$ cat src/rtl/t8c_pkg.sv
// Purpose: Shared constants and types of the 8-bit timer/counter with two compare channels.
// Assumes: Registers are reached over APB with one aligned 32-bit word per register.
// Notes: All offsets are byte addresses; narrow registers sit in the low bits.
package t8c_pkg;
  localparam int T8C_CNT_W = 8;
  localparam int T8C_NUM_CH = 2;

  // Register byte offsets.
  localparam logic [7:0] T8C_OFS_CTRL_A = 8'h00;
  localparam logic [7:0] T8C_OFS_CTRL_B = 8'h04;
  localparam logic [7:0] T8C_OFS_CTRL_C = 8'h08;
  localparam logic [7:0] T8C_OFS_COUNT = 8'h0c;
  localparam logic [7:0] T8C_OFS_CMP_A = 8'h10;
  localparam logic [7:0] T8C_OFS_CMP_B = 8'h14;
  localparam logic [7:0] T8C_OFS_FLAGS = 8'h18;
  localparam logic [7:0] T8C_OFS_MASK = 8'h1c;

  // Field positions.
  localparam int T8C_FOC_A_BIT = 7;
  localparam int T8C_FOC_B_BIT = 6;
  localparam int T8C_FLG_OVF = 0;
  localparam int T8C_FLG_A = 1;
  localparam int T8C_FLG_B = 2;

  // Reset values and counter limits.
  localparam logic [7:0] T8C_RST_8 = 8'h00;
  localparam logic [7:0] T8C_MAX = 8'hff;
  localparam logic [7:0] T8C_BOTTOM = 8'h00;
  localparam logic [2:0] T8C_TICK_OFF = 3'h0;

  // Prescaler taps as counter widths: divide by 8, 64, 256 and 1024.
  localparam int T8C_DIV8_W = 3;
  localparam int T8C_DIV64_W = 6;
  localparam int T8C_DIV256_W = 8;
  localparam int T8C_DIV1024_W = 10;

  typedef enum logic [2:0] {
    T8C_WGM_NORMAL = 3'h0,
    T8C_WGM_PC_MAX = 3'h1,
    T8C_WGM_CTC = 3'h2,
    T8C_WGM_FAST_MAX = 3'h3,
    T8C_WGM_RSV4 = 3'h4,
    T8C_WGM_PC_OCR = 3'h5,
    T8C_WGM_RSV6 = 3'h6,
    T8C_WGM_FAST_OCR = 3'h7
  } t8c_wgm_e;

  typedef struct packed {
    logic [1:0] com_a;
    logic [1:0] com_b;
    logic [1:0] rsvd;
    logic [1:0] wave_mode_sel;
  } t8c_ctrl_a_s;

  typedef struct packed {
    logic [3:0] rsvd;
    logic wave_mode_high_bit;
    logic [2:0] tick_source_sel;
  } t8c_ctrl_b_s;
endpackage : t8c_pkg

$ cat src/rtl/t8c_timer8_compare_core.sv
// Purpose: 8-bit timer/counter with two output compare channels behind an APB slave.
// Assumes: pclk at 100 MHz; tick_pin is asynchronous and is synchronised here.
// Notes: Zero-wait APB slave; unmapped addresses answer with pslverr.
module t8c_timer8_compare_core #(
  parameter int CNT_W = t8c_pkg::T8C_CNT_W
) (
  // Clock and reset
  input wire logic pclk,
  input wire logic presetn,
  // APB slave
  input wire logic psel,
  input wire logic penable,
  input wire logic pwrite,
  input wire logic [7:0] paddr,
  input wire logic [31:0] pwdata,
  output logic [31:0] prdata,
  output logic pready,
  output logic pslverr,
  // External tick pin
  input wire logic tick_pin,
  // Interrupt request and service acknowledge: overflow, A, B
  output logic [2:0] irq_req,
  input wire logic [2:0] irq_ack,
  // Port pins of compare outputs A (bit 0) and B (bit 1)
  input wire logic [1:0] port_value,
  input wire logic [1:0] port_dir,
  output logic [1:0] compare_pin_o,
  output logic [1:0] compare_pin_oe
);
  if (CNT_W != 8) begin : g_chk
    $error("t8c_timer8_compare_core supports only an 8-bit counter");
  end

  t8c_pkg::t8c_ctrl_a_s timer_ctrl_a_q;
  t8c_pkg::t8c_ctrl_b_s timer_ctrl_b_q;
  logic [7:0] count_value_q;
  logic [7:0] cmp_act_q [2];
  logic [7:0] cmp_buf_q [2];
  logic [1:0] com [2];
  logic [2:0] flags_q;
  logic [2:0] mask_q;
  // One flop per channel, each owned by its own process in the channel loop.
  logic oc_q [2];
  logic dir_up_q;
  logic block_q;
  logic [9:0] pre_q;
  logic pin_s1_q, pin_s2_q, pin_s3_q;
  logic timer_tick;
  logic [2:0] wgm;
  logic pwm, fast, pcor, ocr_top;
  logic [7:0] top_val;
  logic at_top, at_bottom;
  logic wr, acc, addr_ok;
  logic wr_ctrl_c, wr_count, wr_flags;
  logic [1:0] hit, force_cmp;
  logic ovf_set;
  logic buf_upd;
  logic [2:0] flag_set, flag_clr;
  logic [31:0] rd_mux;

  assign acc = psel & penable;
  assign wr = acc & pwrite;
  assign wr_ctrl_c = wr & (paddr == t8c_pkg::T8C_OFS_CTRL_C);
  assign wr_count = wr & (paddr == t8c_pkg::T8C_OFS_COUNT);
  assign wr_flags = wr & (paddr == t8c_pkg::T8C_OFS_FLAGS);

  assign wgm = {timer_ctrl_b_q.wave_mode_high_bit, timer_ctrl_a_q.wave_mode_sel};
  assign pwm = wgm[0];
  assign fast = wgm[1] & wgm[0];
  assign pcor = ~wgm[1] & wgm[0];
  assign ocr_top = (wgm == t8c_pkg::T8C_WGM_CTC) | (wgm == t8c_pkg::T8C_WGM_PC_OCR)
                 | (wgm == t8c_pkg::T8C_WGM_FAST_OCR);
  assign top_val = ocr_top ? cmp_act_q[0] : t8c_pkg::T8C_MAX;
  assign at_top = (count_value_q == top_val);
  assign at_bottom = (count_value_q == t8c_pkg::T8C_BOTTOM);
  assign com[0] = timer_ctrl_a_q.com_a;
  assign com[1] = timer_ctrl_a_q.com_b;

  // Two flops before any logic sees the pin; the third only serves edge detection.
  always_ff @(posedge pclk or negedge presetn) begin
    if (!presetn) begin
      pin_s1_q <= 1'b0;
      pin_s2_q <= 1'b0;
      pin_s3_q <= 1'b0;
    end else begin
      pin_s1_q <= tick_pin;
      pin_s2_q <= pin_s1_q;
      pin_s3_q <= pin_s2_q;
    end
  end

  always_ff @(posedge pclk or negedge presetn) begin
    if (!presetn) begin
      pre_q <= 10'h000;
    end else begin
      pre_q <= pre_q + 10'h001;
    end
  end

  always_comb begin
    unique case (timer_ctrl_b_q.tick_source_sel)
      3'h0: timer_tick = 1'b0;
      3'h1: timer_tick = 1'b1;
      3'h2: timer_tick = &pre_q[t8c_pkg::T8C_DIV8_W-1:0];
      3'h3: timer_tick = &pre_q[t8c_pkg::T8C_DIV64_W-1:0];
      3'h4: timer_tick = &pre_q[t8c_pkg::T8C_DIV256_W-1:0];
      3'h5: timer_tick = &pre_q[t8c_pkg::T8C_DIV1024_W-1:0];
      3'h6: timer_tick = pin_s3_q & ~pin_s2_q;
      3'h7: timer_tick = ~pin_s3_q & pin_s2_q;
    endcase
  end

  // Control registers; reserved bits are kept at zero.
  always_ff @(posedge pclk or negedge presetn) begin
    if (!presetn) begin
      timer_ctrl_a_q <= '0;
      timer_ctrl_b_q <= '0;
      mask_q <= 3'h0;
    end else if (wr) begin
      if (paddr == t8c_pkg::T8C_OFS_CTRL_A) begin
        timer_ctrl_a_q <= {pwdata[7:4], 2'h0, pwdata[1:0]};
      end
      if (paddr == t8c_pkg::T8C_OFS_CTRL_B) begin
        timer_ctrl_b_q <= {4'h0, pwdata[3:0]};
      end
      if (paddr == t8c_pkg::T8C_OFS_MASK) begin
        mask_q <= pwdata[2:0];
      end
    end
  end

  // Counter unit.
  always_ff @(posedge pclk or negedge presetn) begin
    if (!presetn) begin
      count_value_q <= t8c_pkg::T8C_RST_8;
      dir_up_q <= 1'b1;
    end else if (wr_count) begin
      count_value_q <= pwdata[7:0];
    end else if (timer_tick) begin
      if (pcor) begin
        if (dir_up_q && at_top) begin
          dir_up_q <= 1'b0;
          count_value_q <= count_value_q - 8'h01;
        end else if (!dir_up_q && at_bottom) begin
          dir_up_q <= 1'b1;
          count_value_q <= count_value_q + 8'h01;
        end else if (dir_up_q) begin
          count_value_q <= count_value_q + 8'h01;
        end else begin
          count_value_q <= count_value_q - 8'h01;
        end
      end else if (at_top) begin
        count_value_q <= t8c_pkg::T8C_BOTTOM;
      end else begin
        count_value_q <= count_value_q + 8'h01;
      end
    end
  end

  // A counter write arms blocking; the next tick consumes it. A write wins over the tick.
  always_ff @(posedge pclk or negedge presetn) begin
    if (!presetn) begin
      block_q <= 1'b0;
    end else if (wr_count) begin
      block_q <= 1'b1;
    end else if (timer_tick) begin
      block_q <= 1'b0;
    end
  end

  always_comb begin
    if (fast) begin
      ovf_set = timer_tick & at_top;
    end else if (pcor) begin
      ovf_set = timer_tick & ~dir_up_q & at_bottom;
    end else begin
      ovf_set = timer_tick & (count_value_q == t8c_pkg::T8C_MAX);
    end
  end

  // The buffer is copied where the count turns at top, so a PWM period never changes mid-way.
  assign buf_upd = timer_tick & pwm & at_top & (fast | dir_up_q);

  for (genvar ch = 0; ch < 2; ch++) begin : g_ch
    logic [7:0] ofs;
    logic foc_bit;
    logic oc_d;
    assign ofs = (ch == 0) ? t8c_pkg::T8C_OFS_CMP_A : t8c_pkg::T8C_OFS_CMP_B;
    assign foc_bit = (ch == 0) ? pwdata[t8c_pkg::T8C_FOC_A_BIT] : pwdata[t8c_pkg::T8C_FOC_B_BIT];
    assign hit[ch] = timer_tick & (count_value_q == cmp_act_q[ch]) & ~block_q;
    assign force_cmp[ch] = wr_ctrl_c & foc_bit & ~pwm;

    always_ff @(posedge pclk or negedge presetn) begin
      if (!presetn) begin
        cmp_act_q[ch] <= t8c_pkg::T8C_RST_8;
        cmp_buf_q[ch] <= t8c_pkg::T8C_RST_8;
      end else begin
        if (wr && paddr == ofs) begin
          cmp_buf_q[ch] <= pwdata[7:0];
        end
        if (wr && paddr == ofs && !pwm) begin
          cmp_act_q[ch] <= pwdata[7:0];
        end else if (buf_upd) begin
          cmp_act_q[ch] <= cmp_buf_q[ch];
        end
      end
    end

    // Waveform generator: next state of the internal compare output.
    always_comb begin
      oc_d = oc_q[ch];
      if (!pwm) begin
        if (hit[ch] || force_cmp[ch]) begin
          unique case (com[ch])
            2'h0: oc_d = oc_q[ch];
            2'h1: oc_d = ~oc_q[ch];
            2'h2: oc_d = 1'b0;
            2'h3: oc_d = 1'b1;
          endcase
        end
      end else if (com[ch] == 2'h1) begin
        if (hit[ch] && ch == 0 && wgm[2]) begin
          oc_d = ~oc_q[ch];
        end
      end else if (com[ch] != 2'h0) begin
        if (fast && timer_tick && at_top) begin
          oc_d = ~com[ch][0];
        end else if (hit[ch]) begin
          oc_d = com[ch][0] ^ (pcor & ~dir_up_q);
        end
      end
    end

    // No mode field resets this state, so it survives mode changes.
    always_ff @(posedge pclk or negedge presetn) begin
      if (!presetn) begin
        oc_q[ch] <= 1'b0;
      end else begin
        oc_q[ch] <= oc_d;
      end
    end

    assign compare_pin_o[ch] = (com[ch] != 2'h0) ? oc_q[ch] : port_value[ch];
    assign compare_pin_oe[ch] = port_dir[ch];
  end

  // Flags: a set in the same cycle as a clear wins.
  assign flag_set = {hit[1], hit[0], ovf_set};
  assign flag_clr = irq_ack | (wr_flags ? pwdata[2:0] : 3'h0);

  always_ff @(posedge pclk or negedge presetn) begin
    if (!presetn) begin
      flags_q <= 3'h0;
    end else begin
      flags_q <= (flags_q & ~flag_clr) | flag_set;
    end
  end

  assign irq_req = flags_q & mask_q;

  always_comb begin
    addr_ok = 1'b1;
    rd_mux = 32'h0000_0000;
    unique case (paddr)
      t8c_pkg::T8C_OFS_CTRL_A: rd_mux[7:0] = timer_ctrl_a_q;
      t8c_pkg::T8C_OFS_CTRL_B: rd_mux[7:0] = timer_ctrl_b_q;
      t8c_pkg::T8C_OFS_CTRL_C: rd_mux = 32'h0000_0000;
      t8c_pkg::T8C_OFS_COUNT: rd_mux[7:0] = count_value_q;
      t8c_pkg::T8C_OFS_CMP_A: rd_mux[7:0] = pwm ? cmp_buf_q[0] : cmp_act_q[0];
      t8c_pkg::T8C_OFS_CMP_B: rd_mux[7:0] = pwm ? cmp_buf_q[1] : cmp_act_q[1];
      t8c_pkg::T8C_OFS_FLAGS: rd_mux[2:0] = flags_q;
      t8c_pkg::T8C_OFS_MASK: rd_mux[2:0] = mask_q;
      default: addr_ok = 1'b0;
    endcase
  end

  assign prdata = (acc && !pwrite) ? rd_mux : 32'h0000_0000;
  assign pready = 1'b1;
  assign pslverr = acc & ~addr_ok;
endmodule : t8c_timer8_compare_core

$ cat config.mk
export PLATFORM = sky130hd
export DESIGN_NAME = t8c_timer8_compare_core
export DESIGN_NICKNAME = d
export VERILOG_FILES = /design/src/rtl/t8c_pkg.sv /design/src/rtl/t8c_timer8_compare_core.sv
export SDC_FILE = /design/constraint.sdc
export NUM_CORES = 1
export LEC_CHECK = 0
export BUFFER_PORTS_ARGS = -buffer_cell sky130_fd_sc_hd__buf_2
export CAP_MARGIN = 20
export CORE_MARGIN = 2
export CORE_UTILIZATION = 51
export DETAILED_ROUTE_END_ITERATION = 8
export PLACE_DENSITY_LB_ADDON = 0.2
export SETUP_SLACK_MARGIN = 0.05
export SYNTH_ARGS = -nofsm -noshare
export SYNTH_HDL_FRONTEND = slang
export SYNTH_SLANG_ARGS = --single-unit
$ cat constraint.sdc
create_clock -name pclk -period 2.23 [get_ports pclk]
set_input_delay 0.1115 -clock pclk [delete_from_list [all_inputs] [get_ports pclk]]
set_output_delay 0.1115 -clock pclk [all_outputs]
set_load 0.02 [all_outputs]
==> impl_summary.log <==
[metrics] outcome: finished with violations
[metrics] failing checks: setup timing
[metrics] Seq/Total Area, Yosys: 0.368
[metrics] overall track demand over capacity in global routing: 0.286
[metrics] Post-DRT Antenna Nets: 0
[metrics] Post-Route Skew: 0.0135 ns
[metrics] pin count of the biggest net entering global routing: 40
[metrics] type of destination of the critical path: flop
[metrics] die area: 10500 sq um
[metrics] count of maximum capacitance violations: 0
[metrics] Cells after Synth: 514
[metrics] height of the die: 103 um
[metrics] DRC Markers: 0
[metrics] number of filler instances in the final layout: 764
[metrics] number of warnings printed during yosys synthesis: 0
[metrics] final clock period utilization by the worst path: 1.02
[metrics] most frequent cells in the layout: sky130_fd_sc_hd__buf_4 (94), sky130_fd_sc_hd__dfrtp_1 (64), sky130_fd_sc_hd__nand2_1 (41)
[metrics] Root Driver: sky130_fd_sc_hd__clkbuf_8
[metrics] initial DRC count: 303
[metrics] power per cell area: 628 nW/um^2
[metrics] P_leak: 2.84 nW
[metrics] CTS clk-pin slew, worst paths: 0.09 ns
[metrics] number of buffers on the longest clock path: 2
[metrics] distinct cell type count after synthesis: 78
[metrics] final standard cell count with taps included and fillers excluded: 786
[metrics] number of core rows: 36
[metrics] final setup violation count: 11
[metrics] post-layout min period: 2.28 ns
[metrics] highest clock frequency the design can meet: 439 MHz
[metrics] NumNets Final: 705
[metrics] later-pin clock latency in the skew report: 0.37 ns
[metrics] max-slew violations: 0
[metrics] Worst Max-Slew Pin Slew: 0.565 ns
[metrics] CP startpoint kind: flop
[metrics] core area: 9590 sq um
[metrics] DP Cell Count: 742
[metrics] clock tree from TritonCTS: yes
[metrics] post-route setup TNS: -0.342 ns
[metrics] Ports: 94
[metrics] number of flops mapped to enable cells by yosys: 0
[metrics] cell area after synthesis: 4960 sq um
[metrics] share of the core filled with cells in the final layout: 0.678
[metrics] placer congestion estimate: 0.967
[metrics] RSZ-0062 raised after global routing: true
[metrics] clock tree sinks: 73
[metrics] Chip Width: 103 um
[metrics] synthesized area per cell: 9.66 sq um
[metrics] start of the worst register-to-register path: count_value_q[1]
[metrics] most common cell after layout, fill and taps aside: sky130_fd_sc_hd__buf_4
[metrics] share of Yosys cell area claimed by the top area cell type: 0.363
[metrics] maximum level of the CTS H-tree: 3
[metrics] vias per cell: 5.78
[metrics] required time of the critical path: 2.49 ns
[metrics] layout cell share with drive strength beyond 1: 0.423
[metrics] critical path class: reg2reg
[metrics] first-pass detailed-route iteration total: 5
[metrics] starting density of the core: 0.517
[metrics] register bit total from synthesis: 73
[metrics] number of I/O port buffers: 40
[metrics] Hold Path Origin: irq_ack[1]
[metrics] Total Routed Length: 14800 um
[metrics] wire length per cell after detailed routing: 18.8 um
[metrics] number of hold violations in the final report: 0
[metrics] DP HPWL: 10400 um
[metrics] initial antenna violation count: 0
[metrics] wire length of the first global-routing pass: 22900 um
[metrics] type of the tightest min-delay check: in2reg
[metrics] Worst IR Drop VDD: 0.427 mV
[metrics] largest area contributor in the synthesized netlist: sky130_fd_sc_hd__dfrtp_1
[metrics] top post-synthesis cells by area: sky130_fd_sc_hd__dfrtp_1 (36%), sky130_fd_sc_hd__mux2_2 (7.5%), sky130_fd_sc_hd__mux2i_1 (6.9%), sky130_fd_sc_hd__buf_4 (4.2%), sky130_fd_sc_hd__nand2_1 (3.1%)
[metrics] worst slew margin relative to its limit: 0.624
[metrics] primary flip-flop cell chosen by synthesis mapping: sky130_fd_sc_hd__dfrtp_1
[metrics] total number of vias: 4544
[metrics] GRT overflow: 0
[metrics] TritonCTS buffer count: 9
[metrics] number of global-route vias before repair: 4412
[metrics] synthesis-to-layout area growth: 31.0%
[metrics] number of inserted diodes: 0
[metrics] post-route worst setup slack: -0.0464 ns
[metrics] peak fanout along the critical path: 5
[metrics] Synth async-reset ratio: 1.00
[metrics] crit path launch: count_value_q[1]
[metrics] data arrival time of the critical path: 2.54 ns
-- cells by family (layout without fill, tap and decap cells) --
logic type               count (synthesis)  count (layout)  share of synthesized area
AND/OR/NAND/NOR                        164             164                      0.198
other                                    2              25                    0.00151
AO/OA/AOI/OAI                          116             116                      0.161
XOR/XNOR                                21              21                     0.0370
adder cells (fa/ha/maj)                  4               4                     0.0101
buffers and inverters                   67             183                     0.0814
flip-flops                              73              73                      0.368
multiplexers                            67              67                      0.143
-- final timing paths --
check	to	slack, ns	depth (start not counted)
max	oc_q[0]	-0.05	9
min	flags_q[1]	0.02	3
max reg2reg	oc_q[0]	-0.05	9
min reg2reg	pin_s2_q	0.37	0
max in group asynchronous	cmp_act_q[10]	1.25	3
min in group asynchronous	pre_q[5]	0.26	2
-- report_power, final --
part	total, mW	switching (mW)	internal [mW]
logic	1.39	0.733	0.659
clock network	1.13	0.597	0.536
registers	1.56	0.144	1.42
-- metrics by stage --
stage	hold slack, ns	setup slack (ns)	cell area [sq um]	power, mW
2_1_floorplan	-0.184	0.0495	5100	2.29
3_3_place_gp	0.125	-0.0573	5790	2.70
3_5_place_dp	0.135	-0.0475	5790	2.71
4_1_cts	0.0239	0.0170	6240	3.92
5_1_grt	0.0111	-0.181	6500	4.27
6_report	0.0238	-0.0464	6500	4.09
-- critical path, cell delays in order (launching register included) --
cell                      delay, ns
sky130_fd_sc_hd__dfrtp_2       0.45
sky130_fd_sc_hd__buf_4         0.14
sky130_fd_sc_hd__buf_4         0.12
sky130_fd_sc_hd__buf_4         0.14
sky130_fd_sc_hd__xor2_1        0.17
sky130_fd_sc_hd__nor4_1        0.24
sky130_fd_sc_hd__nand2_1       0.19
sky130_fd_sc_hd__o31ai_1       0.29
sky130_fd_sc_hd__o22ai_1       0.14
sky130_fd_sc_hd__mux2_2        0.28
-- sequential cells by signal, summed over array words and instances, names as in the netlist --
| name | count |
|---|---|
| block_q | 1 |
| cmp_act_q | 16 |
| cmp_buf_q | 16 |
| com | 4 |
| count_value_q | 8 |
| dir_up_q | 1 |
| flags_q | 3 |
| mask_q | 3 |
| oc_q | 2 |
| pin_s1_q | 1 |
| pin_s2_q | 1 |
| pin_s3_q | 1 |
| pre_q | 10 |
| pwm | 1 |
| timer_ctrl_a_q | 1 |
| timer_ctrl_b_q | 4 |
-- synthesized netlist by cell type, drive strengths merged, types with 4 or more instances --
cell and instances:
xnor2 9, nand3b 5, a31oi 5, and2 5
nand3 15, mux2 33, o21a 5, inv 14
dfrtp 72, buf 43, mux2i 34, a21oi 21
o22ai 13, o21ai 29, nor2 32, and3 5
nand2b 11, nor4 8, nand4 4, nand2 41
xor2 12, clkbuf 10, nor3 13, or4 5
a211oi 4, ha 4, o31ai 7, a22oi 4
or3 7
-- layout make-up --
class	instances	area (sq um)	share of cell area
Clock buffer	9	124	0.0190
Clock inverter	7	82.6	0.0127
Inverter	14	52.6	0.00808
Multi-Input combinational cell	397	3050	0.469
Sequential cell	73	1840	0.283
Tap cell	133	166	0.0256
Timing Repair Buffer	153	1190	0.183
-- metal layers --
layer	share of wire	GRT usage	vias to the layer above
met3	0.049	0.0414	28
li1	-	-	2092
met4	0.022	0.102	0
met1	0.44	0.386	2253
met2	0.49	0.470	171
met5	0	0	-
-- timing repair --
action / in CTS / in global routing
pin swaps: 12 / 18
hold endpoints to repair: 37 / 0
gates resized for setup: 36 / 40
hold buffers: 2 / 0
endpoints found under the setup margin: 27 / 29
cloned: 1 / 0
setup buffers: 10 / 16
Power figures use the tool's default switching activity.
